File: src/oper_pkg.sv
// oper_pkg: register map, field positions and reset values of the
// detector event logic.
// assumes: 6-bit register addresses, 8-bit register data.
package oper_pkg;
	// ------------------------------------------------------------
	// register addresses
	// ------------------------------------------------------------
	localparam logic [5:0] OPER_ADDR_RISE_WR  = 6'h0D;
	localparam logic [5:0] OPER_ADDR_RISE_SET = 6'h0E;
	localparam logic [5:0] OPER_ADDR_RISE_CLR = 6'h0F;
	localparam logic [5:0] OPER_ADDR_FALL_WR  = 6'h10;
	localparam logic [5:0] OPER_ADDR_FALL_SET = 6'h11;
	localparam logic [5:0] OPER_ADDR_FALL_CLR = 6'h12;
	localparam logic [5:0] OPER_ADDR_STATUS   = 6'h13;
	localparam logic [5:0] OPER_ADDR_LATCH    = 6'h14;
	// ------------------------------------------------------------
	// field positions, common to status, enables and latch
	// ------------------------------------------------------------
	localparam int OPER_BIT_ID_GROUND      = 4;
	localparam int OPER_BIT_SESSION_END    = 3;
	localparam int OPER_BIT_SESSION_VALID  = 2;
	localparam int OPER_BIT_BUS_POWER_GOOD = 1;
	localparam int OPER_BIT_DOWNSTREAM_DET = 0;
	localparam int OPER_NSRC               = 5;
	// ------------------------------------------------------------
	// reset values
	// ------------------------------------------------------------
	localparam logic [7:0] OPER_ENABLE_RESET = 8'h1F;
	localparam logic [7:0] OPER_LATCH_RESET  = 8'h00;
	// register operation kind decoded from the address
	typedef enum logic [1:0] {
		OPER_OP_WRITE = 2'b00,
		OPER_OP_SET   = 2'b01,
		OPER_OP_CLEAR = 2'b10,
		OPER_OP_NONE  = 2'b11
	} oper_op_t;
endpackage : oper_pkg

File: src/oper_edge_detect.sv
// oper_edge_detect: per-source rising and falling edge detection
// assumes: detector levels already synchronous to MCLK.
`timescale 1ns/1ps
module oper_edge_detect
	import oper_pkg::*;
(
	input  wire logic                  clk,
	input  wire logic                  rst_n,
	input  wire logic [OPER_NSRC-1:0]  level,
	output logic      [OPER_NSRC-1:0]  rise,
	output logic      [OPER_NSRC-1:0]  fall
);
	logic [OPER_NSRC-1:0] level_q;

	// previous level; reset to 0 to match the status reset value
	always_ff @(posedge clk) begin
		if (!rst_n) begin
			level_q <= '0;
		end else begin
			level_q <= level;
		end
	end

	assign rise = level & ~level_q;
	assign fall = ~level & level_q;
endmodule : oper_edge_detect

File: src/oper_event_logic.sv
// oper_event_logic: detector status, edge enables, event latch and
// event request toward the link.
// assumes: detector inputs synchronous to MCLK; register port is a
// single-cycle strobe interface from the link-side register engine.
//
// Operation
// - rising detector edge with rising enable set raises event and RXCMD
// - falling detector edge with falling enable set raises event and RXCMD
// - both enable registers reset to 1Fh, reserved bits zero
// - rising enable read at 0Dh-0Fh; write 0Dh, set 0Eh, clear 0Fh
// - falling enable read at 10h-12h; write 10h, set 11h, clear 12h
// - status at 13h reads live unlatched detector levels
// - bit 4 id ground, 3 session end, 2 valid, 1 bus power, 0 detach
// - latch bit sets on each unmasked change of its source
// - latch at 14h is read only, resets zero, cleared by read
// - latch cleared on entry to low-power mode; an event in that cycle survives
// - latch bit 4 is id ground; bits 7 to 5 read zero
`timescale 1ns/1ps
module oper_event_logic
	import oper_pkg::*;
(
	input  wire logic        MCLK,
	input  wire logic        RSTN,
	// detector levels
	input  wire logic        ID_GROUND_LEVEL,
	input  wire logic        SESSION_END_LEVEL,
	input  wire logic        SESSION_VALID_LEVEL,
	input  wire logic        BUS_POWER_GOOD_LEVEL,
	input  wire logic        DOWNSTREAM_DETACH_LEVEL,
	// low-power entry, one-cycle pulse
	input  wire logic        LOW_POWER_ENTRY,
	// register port
	input  wire logic [5:0]  REG_ADDR,
	input  wire logic        REG_WR,
	input  wire logic        REG_RD,
	input  wire logic [7:0]  REG_WDATA,
	output logic      [7:0]  REG_RDATA,
	output logic             REG_HIT,
	// event toward the RXCMD sender
	output logic             EVENT_REQ,
	output logic      [7:0]  EVENT_STATUS,
	output logic             INTR
);
	// ------------------------------------------------------------
	// declarations
	// ------------------------------------------------------------
	logic [OPER_NSRC-1:0] level;
	logic [OPER_NSRC-1:0] rise;
	logic [OPER_NSRC-1:0] fall;
	logic [OPER_NSRC-1:0] events;
	logic [7:0]           rise_edge_event_enable;
	logic [7:0]           fall_edge_event_enable;
	logic [7:0]           detector_event_latch;
	logic [7:0]           detector_live_status;
	logic [7:0]           next_rise;
	logic [7:0]           next_fall;
	logic [7:0]           next_rdata;
	logic                 next_hit;
	logic                 latch_read;
	logic [OPER_NSRC-1:0] rise_mask;
	logic [OPER_NSRC-1:0] fall_mask;
	logic [OPER_NSRC-1:0] latch_view;
	oper_op_t             rise_op;
	oper_op_t             fall_op;
	// per-field views of the registers and detector inputs
	logic                 id_ground_rise_enable;
	logic                 session_end_rise_enable;
	logic                 session_valid_rise_enable;
	logic                 bus_power_good_rise_enable;
	logic                 downstream_detach_rise_enable;
	logic                 id_ground_fall_enable;
	logic                 session_end_fall_enable;
	logic                 session_valid_fall_enable;
	logic                 bus_power_good_fall_enable;
	logic                 downstream_detach_fall_enable;
	logic                 id_ground_event_latched;
	logic                 session_end_event_latched;
	logic                 session_valid_event_latched;
	logic                 bus_power_good_event_latched;
	logic                 downstream_detach_event_latched;
	logic                 session_valid_signal;
	logic                 bus_power_good_signal;

	// map an address onto a write, set or clear of one register
	function automatic oper_op_t op_of(input logic [5:0] a,
	                                   input logic [5:0] base);
		if (a == base) begin
			return OPER_OP_WRITE;
		end else if (a == base + 6'h01) begin
			return OPER_OP_SET;
		end else if (a == base + 6'h02) begin
			return OPER_OP_CLEAR;
		end
		return OPER_OP_NONE;
	endfunction : op_of

	// apply write, set or clear; upper bits kept zero as reserved
	function automatic logic [7:0] apply_op(input oper_op_t op,
	                                        input logic [7:0] cur,
	                                        input logic [7:0] d);
		logic [7:0] r;
		r = cur;
		case (op)
			OPER_OP_WRITE: r = d;
			OPER_OP_SET:   r = cur | d;
			OPER_OP_CLEAR: r = cur & ~d;
			default:       r = cur;
		endcase
		return r & OPER_ENABLE_RESET;
	endfunction : apply_op

	// place per-source bits at their common field positions
	function automatic logic [OPER_NSRC-1:0] pack_src(input logic ig,
	                                                  input logic se,
	                                                  input logic sv,
	                                                  input logic bp,
	                                                  input logic dd);
		logic [OPER_NSRC-1:0] v;
		v                          = '0;
		v[OPER_BIT_ID_GROUND]      = ig;
		v[OPER_BIT_SESSION_END]    = se;
		v[OPER_BIT_SESSION_VALID]  = sv;
		v[OPER_BIT_BUS_POWER_GOOD] = bp;
		v[OPER_BIT_DOWNSTREAM_DET] = dd;
		return v;
	endfunction : pack_src

	// ------------------------------------------------------------
	// live status
	// ------------------------------------------------------------
	// comparator outputs as this block sees them
	assign session_valid_signal  = SESSION_VALID_LEVEL;
	assign bus_power_good_signal = BUS_POWER_GOOD_LEVEL;

	always_comb begin
		level = '0;
		level[OPER_BIT_ID_GROUND]      = ID_GROUND_LEVEL;
		level[OPER_BIT_SESSION_END]    = SESSION_END_LEVEL;
		level[OPER_BIT_SESSION_VALID]  = session_valid_signal;
		level[OPER_BIT_BUS_POWER_GOOD] = bus_power_good_signal;
		level[OPER_BIT_DOWNSTREAM_DET] = DOWNSTREAM_DETACH_LEVEL;
	end

	// unlatched: status read sees the inputs of this very cycle
	assign detector_live_status = {3'h0, level};

	oper_edge_detect u_edge (
		.clk   (MCLK),
		.rst_n (RSTN),
		.level (level),
		.rise  (rise),
		.fall  (fall)
	);

	// ------------------------------------------------------------
	// field views
	// ------------------------------------------------------------
	// named bits keep the field positions in one place
	assign id_ground_rise_enable =
		rise_edge_event_enable[OPER_BIT_ID_GROUND];
	assign session_end_rise_enable =
		rise_edge_event_enable[OPER_BIT_SESSION_END];
	assign session_valid_rise_enable =
		rise_edge_event_enable[OPER_BIT_SESSION_VALID];
	assign bus_power_good_rise_enable =
		rise_edge_event_enable[OPER_BIT_BUS_POWER_GOOD];
	assign downstream_detach_rise_enable =
		rise_edge_event_enable[OPER_BIT_DOWNSTREAM_DET];
	assign id_ground_fall_enable =
		fall_edge_event_enable[OPER_BIT_ID_GROUND];
	assign session_end_fall_enable =
		fall_edge_event_enable[OPER_BIT_SESSION_END];
	assign session_valid_fall_enable =
		fall_edge_event_enable[OPER_BIT_SESSION_VALID];
	assign bus_power_good_fall_enable =
		fall_edge_event_enable[OPER_BIT_BUS_POWER_GOOD];
	assign downstream_detach_fall_enable =
		fall_edge_event_enable[OPER_BIT_DOWNSTREAM_DET];
	assign id_ground_event_latched =
		detector_event_latch[OPER_BIT_ID_GROUND];
	assign session_end_event_latched =
		detector_event_latch[OPER_BIT_SESSION_END];
	assign session_valid_event_latched =
		detector_event_latch[OPER_BIT_SESSION_VALID];
	assign bus_power_good_event_latched =
		detector_event_latch[OPER_BIT_BUS_POWER_GOOD];
	assign downstream_detach_event_latched =
		detector_event_latch[OPER_BIT_DOWNSTREAM_DET];

	// masks follow the enables of each edge direction
	assign rise_mask = pack_src(id_ground_rise_enable,
	                            session_end_rise_enable,
	                            session_valid_rise_enable,
	                            bus_power_good_rise_enable,
	                            downstream_detach_rise_enable);
	assign fall_mask = pack_src(id_ground_fall_enable,
	                            session_end_fall_enable,
	                            session_valid_fall_enable,
	                            bus_power_good_fall_enable,
	                            downstream_detach_fall_enable);
	assign latch_view = pack_src(id_ground_event_latched,
	                             session_end_event_latched,
	                             session_valid_event_latched,
	                             bus_power_good_event_latched,
	                             downstream_detach_event_latched);

	// only enabled edge directions count as events
	assign events = (rise & rise_mask)
	              | (fall & fall_mask);

	// ------------------------------------------------------------
	// edge enable registers
	// ------------------------------------------------------------
	// one decode per register, shared by the write and read paths
	assign rise_op = op_of(REG_ADDR, OPER_ADDR_RISE_WR);
	assign fall_op = op_of(REG_ADDR, OPER_ADDR_FALL_WR);

	always_comb begin
		next_rise = rise_edge_event_enable;
		next_fall = fall_edge_event_enable;
		if (REG_WR) begin
			next_rise = apply_op(rise_op,
			                     rise_edge_event_enable,
			                     REG_WDATA);
			next_fall = apply_op(fall_op,
			                     fall_edge_event_enable,
			                     REG_WDATA);
		end
	end

	always_ff @(posedge MCLK) begin
		if (!RSTN) begin
			rise_edge_event_enable <= OPER_ENABLE_RESET;
		end else begin
			rise_edge_event_enable <= next_rise;
		end
	end

	always_ff @(posedge MCLK) begin
		if (!RSTN) begin
			fall_edge_event_enable <= OPER_ENABLE_RESET;
		end else begin
			fall_edge_event_enable <= next_fall;
		end
	end

	// ------------------------------------------------------------
	// event latch
	// ------------------------------------------------------------
	assign latch_read = REG_RD && (REG_ADDR == OPER_ADDR_LATCH);

	// a new event in the clearing cycle survives the clear, so
	// nothing is lost; low-power entry also clears
	always_ff @(posedge MCLK) begin
		if (!RSTN) begin
			detector_event_latch <= OPER_LATCH_RESET;
		end else if (latch_read || LOW_POWER_ENTRY) begin
			detector_event_latch <= {3'h0, events};
		end else begin
			detector_event_latch <= detector_event_latch
			                      | {3'h0, events};
		end
	end

	// ------------------------------------------------------------
	// event request toward the link
	// ------------------------------------------------------------
	// RXCMD carries the levels after the change, so the link need
	// not poll the latch while its clock runs
	always_ff @(posedge MCLK) begin
		if (!RSTN) begin
			EVENT_REQ <= 1'b0;
		end else begin
			EVENT_REQ <= |events;
		end
	end

	// status rides with the request, sampled every cycle
	always_ff @(posedge MCLK) begin
		if (!RSTN) begin
			EVENT_STATUS <= 8'h00;
		end else begin
			EVENT_STATUS <= detector_live_status;
		end
	end

	assign INTR = |latch_view;

	// ------------------------------------------------------------
	// register read
	// ------------------------------------------------------------
	always_comb begin
		next_rdata = 8'h00;
		next_hit   = 1'b1;
		if (rise_op != OPER_OP_NONE) begin
			next_rdata = rise_edge_event_enable;
		end else if (fall_op != OPER_OP_NONE) begin
			next_rdata = fall_edge_event_enable;
		end else if (REG_ADDR == OPER_ADDR_STATUS) begin
			next_rdata = detector_live_status;
		end else if (REG_ADDR == OPER_ADDR_LATCH) begin
			next_rdata = {3'h0, latch_view};
		end else begin
			next_hit = 1'b0;
		end
	end

	// read data registered; sampled with the read strobe
	always_ff @(posedge MCLK) begin
		if (!RSTN) begin
			REG_RDATA <= 8'h00;
			REG_HIT   <= 1'b0;
		end else if (REG_RD) begin
			REG_RDATA <= next_rdata;
			REG_HIT   <= next_hit;
		end
	end
endmodule : oper_event_logic

File: config.mk
export PLATFORM = sky130hd
export DESIGN_NAME = oper_event_logic
export DESIGN_NICKNAME = d
export VERILOG_FILES = /design/src/oper_pkg.sv /design/src/oper_edge_detect.sv /design/src/oper_event_logic.sv
export SDC_FILE = /design/constraint.sdc
export NUM_CORES = 1
export LEC_CHECK = 0
export BUFFER_PORTS_ARGS = -buffer_cell sky130_fd_sc_hd__buf_2
export CELL_PAD_IN_SITES_DETAIL_PLACEMENT = 1
export CELL_PAD_IN_SITES_GLOBAL_PLACEMENT = 1
export CORE_MARGIN = 2
export CORE_UTILIZATION = 36
export CTS_CLUSTER_SIZE = 10
export DETAILED_ROUTE_END_ITERATION = 10
export GPL_ROUTABILITY_DRIVEN = 0
export PLACE_DENSITY = 0.8
export SLEW_MARGIN = 25
export SYNTH_ARGS = -nofsm -noshare
export SYNTH_HDL_FRONTEND = slang
export SYNTH_SLANG_ARGS = --single-unit
File: constraint.sdc
create_clock -name MCLK -period 1.8 [get_ports MCLK]
set_clock_uncertainty 0.2 [all_clocks]
set_input_delay 0 -clock MCLK [delete_from_list [all_inputs] [get_ports MCLK]]
set_output_delay 0 -clock MCLK [all_outputs]
set_load 0.1 [all_outputs]
## After elaboration in Yosys (flattened, before gate mapping)

Cells that the tools add are included.

| word-level totals | value |
|---|---|
| output and inout bits | 19 |
| bits in registers | 36 |

| cells by class | value |
|---|---|
| bitwise gates (word level) | 14 |
| mux-type cells | 25 |
| equality and inequality tests | 14 |
| reductions and logical operators | 11 |

Operator list:

| kind | number |
|---|---|
| $and A5 B5 Y5 | 6 |
| $eq A6 B5 Y1 const B | 5 |
| $pmux W5 S3 | 2 |
| $mux W5 | 5 |
| $eq A6 B4 Y1 const B | 3 |
| $mux W2 | 8 |
| $not A5 Y5 | 3 |
| $or A5 B5 Y5 | 3 |
| $mux W1 | 10 |
| $reduce_or A5 Y1 | 2 |
| $or A8 B5 Y8 | 1 |
| $reduce_bool A3 Y1 | 2 |
| $eq A2 B1 Y1 const B | 2 |
| $eq A2 B2 Y1 const B | 2 |
| $logic_not A2 Y1 | 2 |
| $ne A2 B2 Y1 const B | 2 |
| $reduce_and A2 Y1 | 2 |
| $reduce_or A2 Y1 | 1 |
| $logic_and A1 B1 Y1 | 1 |
| $logic_or A1 B1 Y1 | 1 |
| $not A1 Y1 | 1 |

## Longest topological paths before layout

| depth | value |
|---|---|
| depth after elaboration | 8 |
| gate-level depth with buffers | 5 |
| mapped depth without buffers | 4 |

## By module

A second synthesis with hierarchy kept.

| second synthesis, totals | value |
|---|---|
| cells, all modules | 147 |
| area total of the unflattened synthesis | 1432.6 sq um |

By module, submodules not included:

| module | sequential area each (sq um) | cells an instance | instances | area each (sq um) |
|---|---|---|---|---|
| oper_event_logic | 540.5 | 127 | 1 | 1238.7 |
| oper_edge_detect | 100.1 | 20 | 1 | 193.9 |

## Worst setup path after synthesis

No wires, ideal clock.

| timing path | value |
|---|---|
| path kind | reg-to-reg |
| start | reg, netlist name EVENT_STATUS[4] |
| end | reg EVENT_REQ |
| setup slack | -400 ps |
| data required time | 1485 ps |
| period minus slack after synthesis | 2200 ps |
| cell stages (with the launch flop) | 5 |
| setup time | 115 ps |
| data arrival time | 1885 ps |
| cell sequence | dfxtp_1 > nand3b_1 > o21ai_0 > or4_1 > o21a_1 |

RTL lines:

| item | RTL line | text |
|---|---|---|
| to (signal assigned) | oper_event_logic.sv:274 | `EVENT_REQ <= \|events;` |
| to (decl) | oper_event_logic.sv:40 | `output logic EVENT_REQ,` |

## Worst setup path after layout

| timing path | value |
|---|---|
| start | in SESSION_END_LEVEL |
| end | reg EVENT_REQ |

| on the way | value |
|---|---|
| longest elaborated chain between the ends | 5 |
| elaborated cells on any way between the ends | 7 |
| classes of those cells | bitwise: 6; reduce/logical: 1 |

RTL lines:

| item | RTL line | text |
|---|---|---|
| from (decl) | oper_event_logic.sv:26 | `input wire logic SESSION_END_LEVEL,` |
| $not A5 Y5 | oper_edge_detect.sv:25 | `assign fall = ~level & level_q;` |
| $and A5 B5 Y5 | oper_edge_detect.sv:25 |  |
| $and A5 B5 Y5 | oper_event_logic.sv:209 | `\| (fall & fall_mask);` |
| $or A5 B5 Y5 (*) | oper_event_logic.sv:209 |  |
| $reduce_or A5 Y1 (*) | oper_event_logic.sv:274 |  |

Mark *: on every way between the ends. The rest lies on a longest branch, timed or not.
A chain may end at the register's enable or synchronous reset.

==> results.sh <==
export IMPL_hold_viol_final=0
export IMPL_cts_buffer_depth=2
export IMPL_drv_cap=0
export IMPL_setup_reg_to_reg_worst_slack_ns=0.20
export IMPL_critical_path_endpoint_type="flip-flop"
export IMPL_timing_hold_worst_class="in -> reg"
export IMPL_count_of_mapped_cells_out_of_synthesis=171
export IMPL_top_signal_layer_used="met3"
export IMPL_wl_per_cell_um=15.6
export IMPL_clk_transition_reported_paths_ns=0.09
export IMPL_min_period_over_period_pct=90.5
export IMPL_synth_lib_cells_used_distinct=30
export IMPL_switching_power_mw=0.466
export IMPL_postSynthRegisterBits=27
export IMPL_place_port_buffers=33
export IMPL_setup_total_negative_slack_ns=0
export IMPL_iteration_0_drc_markers=74
export IMPL_worst_path_largest_cell_delay_ns=0.53
export IMPL_power_frac_clock_pct=25.8
export IMPL_ys_warns=0
export IMPL_fin_crit_ns=1.63
export IMPL_detailroute_via_count=1406
export IMPL_critPathArrivalTime_ns=1.60
export IMPL_drt_pre_antenna_iters=4
export IMPL_antenna_cells=0
export IMPL_finalMaxSlewViolations=0
export IMPL_clock_sink_count=27
export IMPL_fillCellCount=478
export IMPL_timing_fmax_mhz=614
export IMPL_synth_area_um2=1380
export IMPL_detail_route_antenna_nets=0
export IMPL_grt_pass1_vias=1508
export IMPL_setup_viol_count_final=0
export IMPL_design_portCount=43
export IMPL_critical_path_slowest_cell="sky130_fd_sc_hd__dlygate4sd3_1"
export IMPL_ctsResizeCount=0
export IMPL_initial_core_utilization_pct=37.5
export IMPL_vias_per_cell=5.27
export IMPL_cell_by_cell_listing_of_the_critical_path="dlygate4sd3_1 -> buf_2 -> nand3b_1 -> o21ai_0 -> or4_1 -> o21a_1"
export IMPL_worstSetupPathType="in -> reg"
export IMPL_pwr_share_comb_pct=26.8
export IMPL_worst_path_buf_inv=2
export IMPL_nets=244
export IMPL_multi_input_comb_area_um2=774
export IMPL_clkLatencyLatePin_ns=0.27
export IMPL_finish_utilization_pct=48.7
export IMPL_cp_top_family="buffers and inverters"
export IMPL_rsz_0062_raised_after_global_routing="false"
export IMPL_power_density_nw_per_um2=749
export IMPL_vdd_ir_drop_worst_uv=306
export IMPL_dieArea_um2=4360
export IMPL_cts_root_buffer_cell="sky130_fd_sc_hd__clkbuf_8"
export IMPL_cts_max_level=1
export IMPL_global_route_wire_length_before_repair_um=6960
export IMPL_synth_seq_area_share_pct=39.1
export IMPL_power_share_sequential_pct=47.4
export IMPL_drcViolationCount=0
export IMPL_worst_endpoint_required_ns=1.77
export IMPL_seq_cell_area_um2=553
export IMPL_final_layout_size_suffix_gt1_share_pct=25.6
export IMPL_postCtsSetupRepairBufs=0
export IMPL_grt_total_usage_pct=20.7
export IMPL_die_h_um=66
export IMPL_synthToLayoutAreaGrowth_pct=29.7
export IMPL_drt_met1_wl_um=1850
export IMPL_slew_at_the_pin_with_the_worst_max_slew_slack_ns=0.809
export IMPL_total_leakage_power_nw=0.722
export IMPL_internal_power_mw=0.878
export IMPL_tritoncts="done"
export IMPL_slew_headroom_pct=45.9
export IMPL_netSwitchingFraction_pct=34.7
export IMPL_maximum_number_of_pins_on_one_net_before_global_route_repair=23
export IMPL_antenna_violations_before_repair=0
export IMPL_dp_worst_setup_slack_ns=0.0821
export IMPL_cts_hold_fix_buffers=13
export IMPL_run_status="finished, final reports clean"
export IMPL_numCtsBuffers=3
export IMPL_coreArea_um2=3690
export IMPL_floorplan_die_width_um=66
export IMPL_fin_ws_ns=0.172
export IMPL_met3RoutedLength_um=112
export IMPL_met2_wirelength_um=2190
export IMPL_place_hpwl_um=3090
export IMPL_post_synth_cell_area_avg_um2=8.09
export IMPL_rows=22
export IMPL_grt_remaining_overflow=0
export IMPL_routed_wirelength_um=4160
export IMPL_worstPathMaxFanout=4
export IMPL_report_power_total_mw=1.34
export IMPL_critical_path_startpoint_type="primary input"
-- stage by stage --
step | cell area (um^2) | std cells | hold WS, ns
floorplan | 1420 | 176 | -0.0992
global placement | 1620 | 250 | 0.0314
detailed placement | 1620 | 250 | 0.0454
CTS | 1800 | 267 | 0.0282
global route | 1800 | 267 | 0.0481
finish | 1800 | 267 | 0.0321
-- cells in the final DEF, fill, tap and decap left out, drive strengths merged --
| cell type | count |
|---|---|
| dlygate4sd3 | 13 |
| a21bo | 5 |
| a31oi | 1 |
| dfxtp | 27 |
| and2 | 6 |
| nor2 | 5 |
| or3b | 2 |
| buf | 41 |
| inv | 2 |
| nand4 | 5 |
| nor3 | 1 |
| clkbuf | 4 |
| or4 | 1 |
| a211oi | 5 |
| conb | 6 |
| or2 | 1 |
| a21oi | 10 |
| nor2b | 10 |
| o21a | 1 |
| nor3b | 6 |
| or4b | 1 |
| nand3b | 5 |
| nand2 | 12 |
| o31a | 1 |
| nand3 | 20 |
| o21ai | 21 |
| o31ai | 5 |
| nand4bb | 2 |
-- metal layers --
metal	GRT usage (%)	vias up
li1	-	705
met1	24.3	679
met2	40.0	22
met3	2.21	0
met4	4.59	0
met5	0	-
-- cell usage after synthesis --
cell                        number  share of area [%]
sky130_fd_sc_hd__a211oi_1        5                2.7
sky130_fd_sc_hd__a21bo_2         5                3.6
sky130_fd_sc_hd__a21oi_1        10                3.6
sky130_fd_sc_hd__a31oi_1         1               0.45
sky130_fd_sc_hd__and2_1          6                2.7
sky130_fd_sc_hd__buf_2           1               0.36
sky130_fd_sc_hd__buf_4           6                3.3
sky130_fd_sc_hd__clkbuf_1        8                2.2
sky130_fd_sc_hd__conb_1          1               0.27
sky130_fd_sc_hd__dfxtp_1        27                 39
sky130_fd_sc_hd__inv_1           2               0.54
sky130_fd_sc_hd__nand2_1        12                3.3
sky130_fd_sc_hd__nand3_1        20                7.2
sky130_fd_sc_hd__nand3b_1        5                2.7
sky130_fd_sc_hd__nand4_1         5                2.3
sky130_fd_sc_hd__nand4bb_1       2                1.6
sky130_fd_sc_hd__nor2_1          5                1.4
sky130_fd_sc_hd__nor2b_1        10                4.5
sky130_fd_sc_hd__nor3_1          1               0.36
sky130_fd_sc_hd__nor3b_1         6                3.3
sky130_fd_sc_hd__o21a_1          1               0.54
sky130_fd_sc_hd__o21ai_0        16                5.8
sky130_fd_sc_hd__o21ai_1         5                1.8
sky130_fd_sc_hd__o31a_1          1               0.63
sky130_fd_sc_hd__o31ai_1         5                2.7
sky130_fd_sc_hd__or2_2           1               0.45
sky130_fd_sc_hd__or3b_2          1               0.63
sky130_fd_sc_hd__or3b_4          1               0.81
sky130_fd_sc_hd__or4_1           1               0.54
sky130_fd_sc_hd__or4b_1          1               0.72
-- worst reg2reg max path, stage by stage, from the launching register on --
cell and delay [ns]:
sky130_fd_sc_hd__dfxtp_4 0.36, sky130_fd_sc_hd__nand3b_1 0.09, sky130_fd_sc_hd__o21ai_0 0.15, sky130_fd_sc_hd__or4_1 0.53
sky130_fd_sc_hd__o21a_1 0.17
-- registers in the layout (all words and copies together) (netlist names) --
name                    count
EVENT_STATUS                5
rise_edge_event_enable      5
REG_RDATA                   5
EVENT_REQ                   1
fall_edge_event_enable      5
detector_event_latch        5
REG_HIT                     1
-- cells by family after synthesis --
logic type | count (synthesis) | share of synthesized area (%)
simple gates | 77 | 32.5
compound gates | 49 | 21.9
flops | 27 | 39.1
buf+inv | 17 | 6.33
other cells | 1 | 0.271
-- cell type report --
cell class              instances  share of cell area, %
flip-flops and latches         27                   30.8
clock buffers                   4                   2.51
multi-input cells             132                   43.1
well taps                      48                   3.34
repair buffers                 54                   19.8
inverters                       2                  0.418
-- path summary, 6_finish.rpt --
check	cells past startpoint	end	start
min	5	detector_event_latch[0]$_SDFF_PN0_	LOW_POWER_ENTRY
min reg2reg	2	REG_RDATA[3]$_SDFFE_PN0P_	REG_RDATA[3]$_SDFFE_PN0P_
max	6	EVENT_REQ$_SDFF_PN0_	SESSION_END_LEVEL
max reg2reg	4	EVENT_REQ$_SDFF_PN0_	EVENT_STATUS[3]$_SDFF_PN0_
-- power groups by stage --
stage	combinational [mW]	clock, mW	sequential [mW]
after floorplan	0.180	0	0.731
after global placement	0.327	0	0.650
after detailed placement	0.336	0	0.652
after CTS	0.358	0.358	0.638
after global routing	0.384	0.376	0.641
final	0.360	0.347	0.638
No activity file was read; power rests on OpenSTA's default activity.
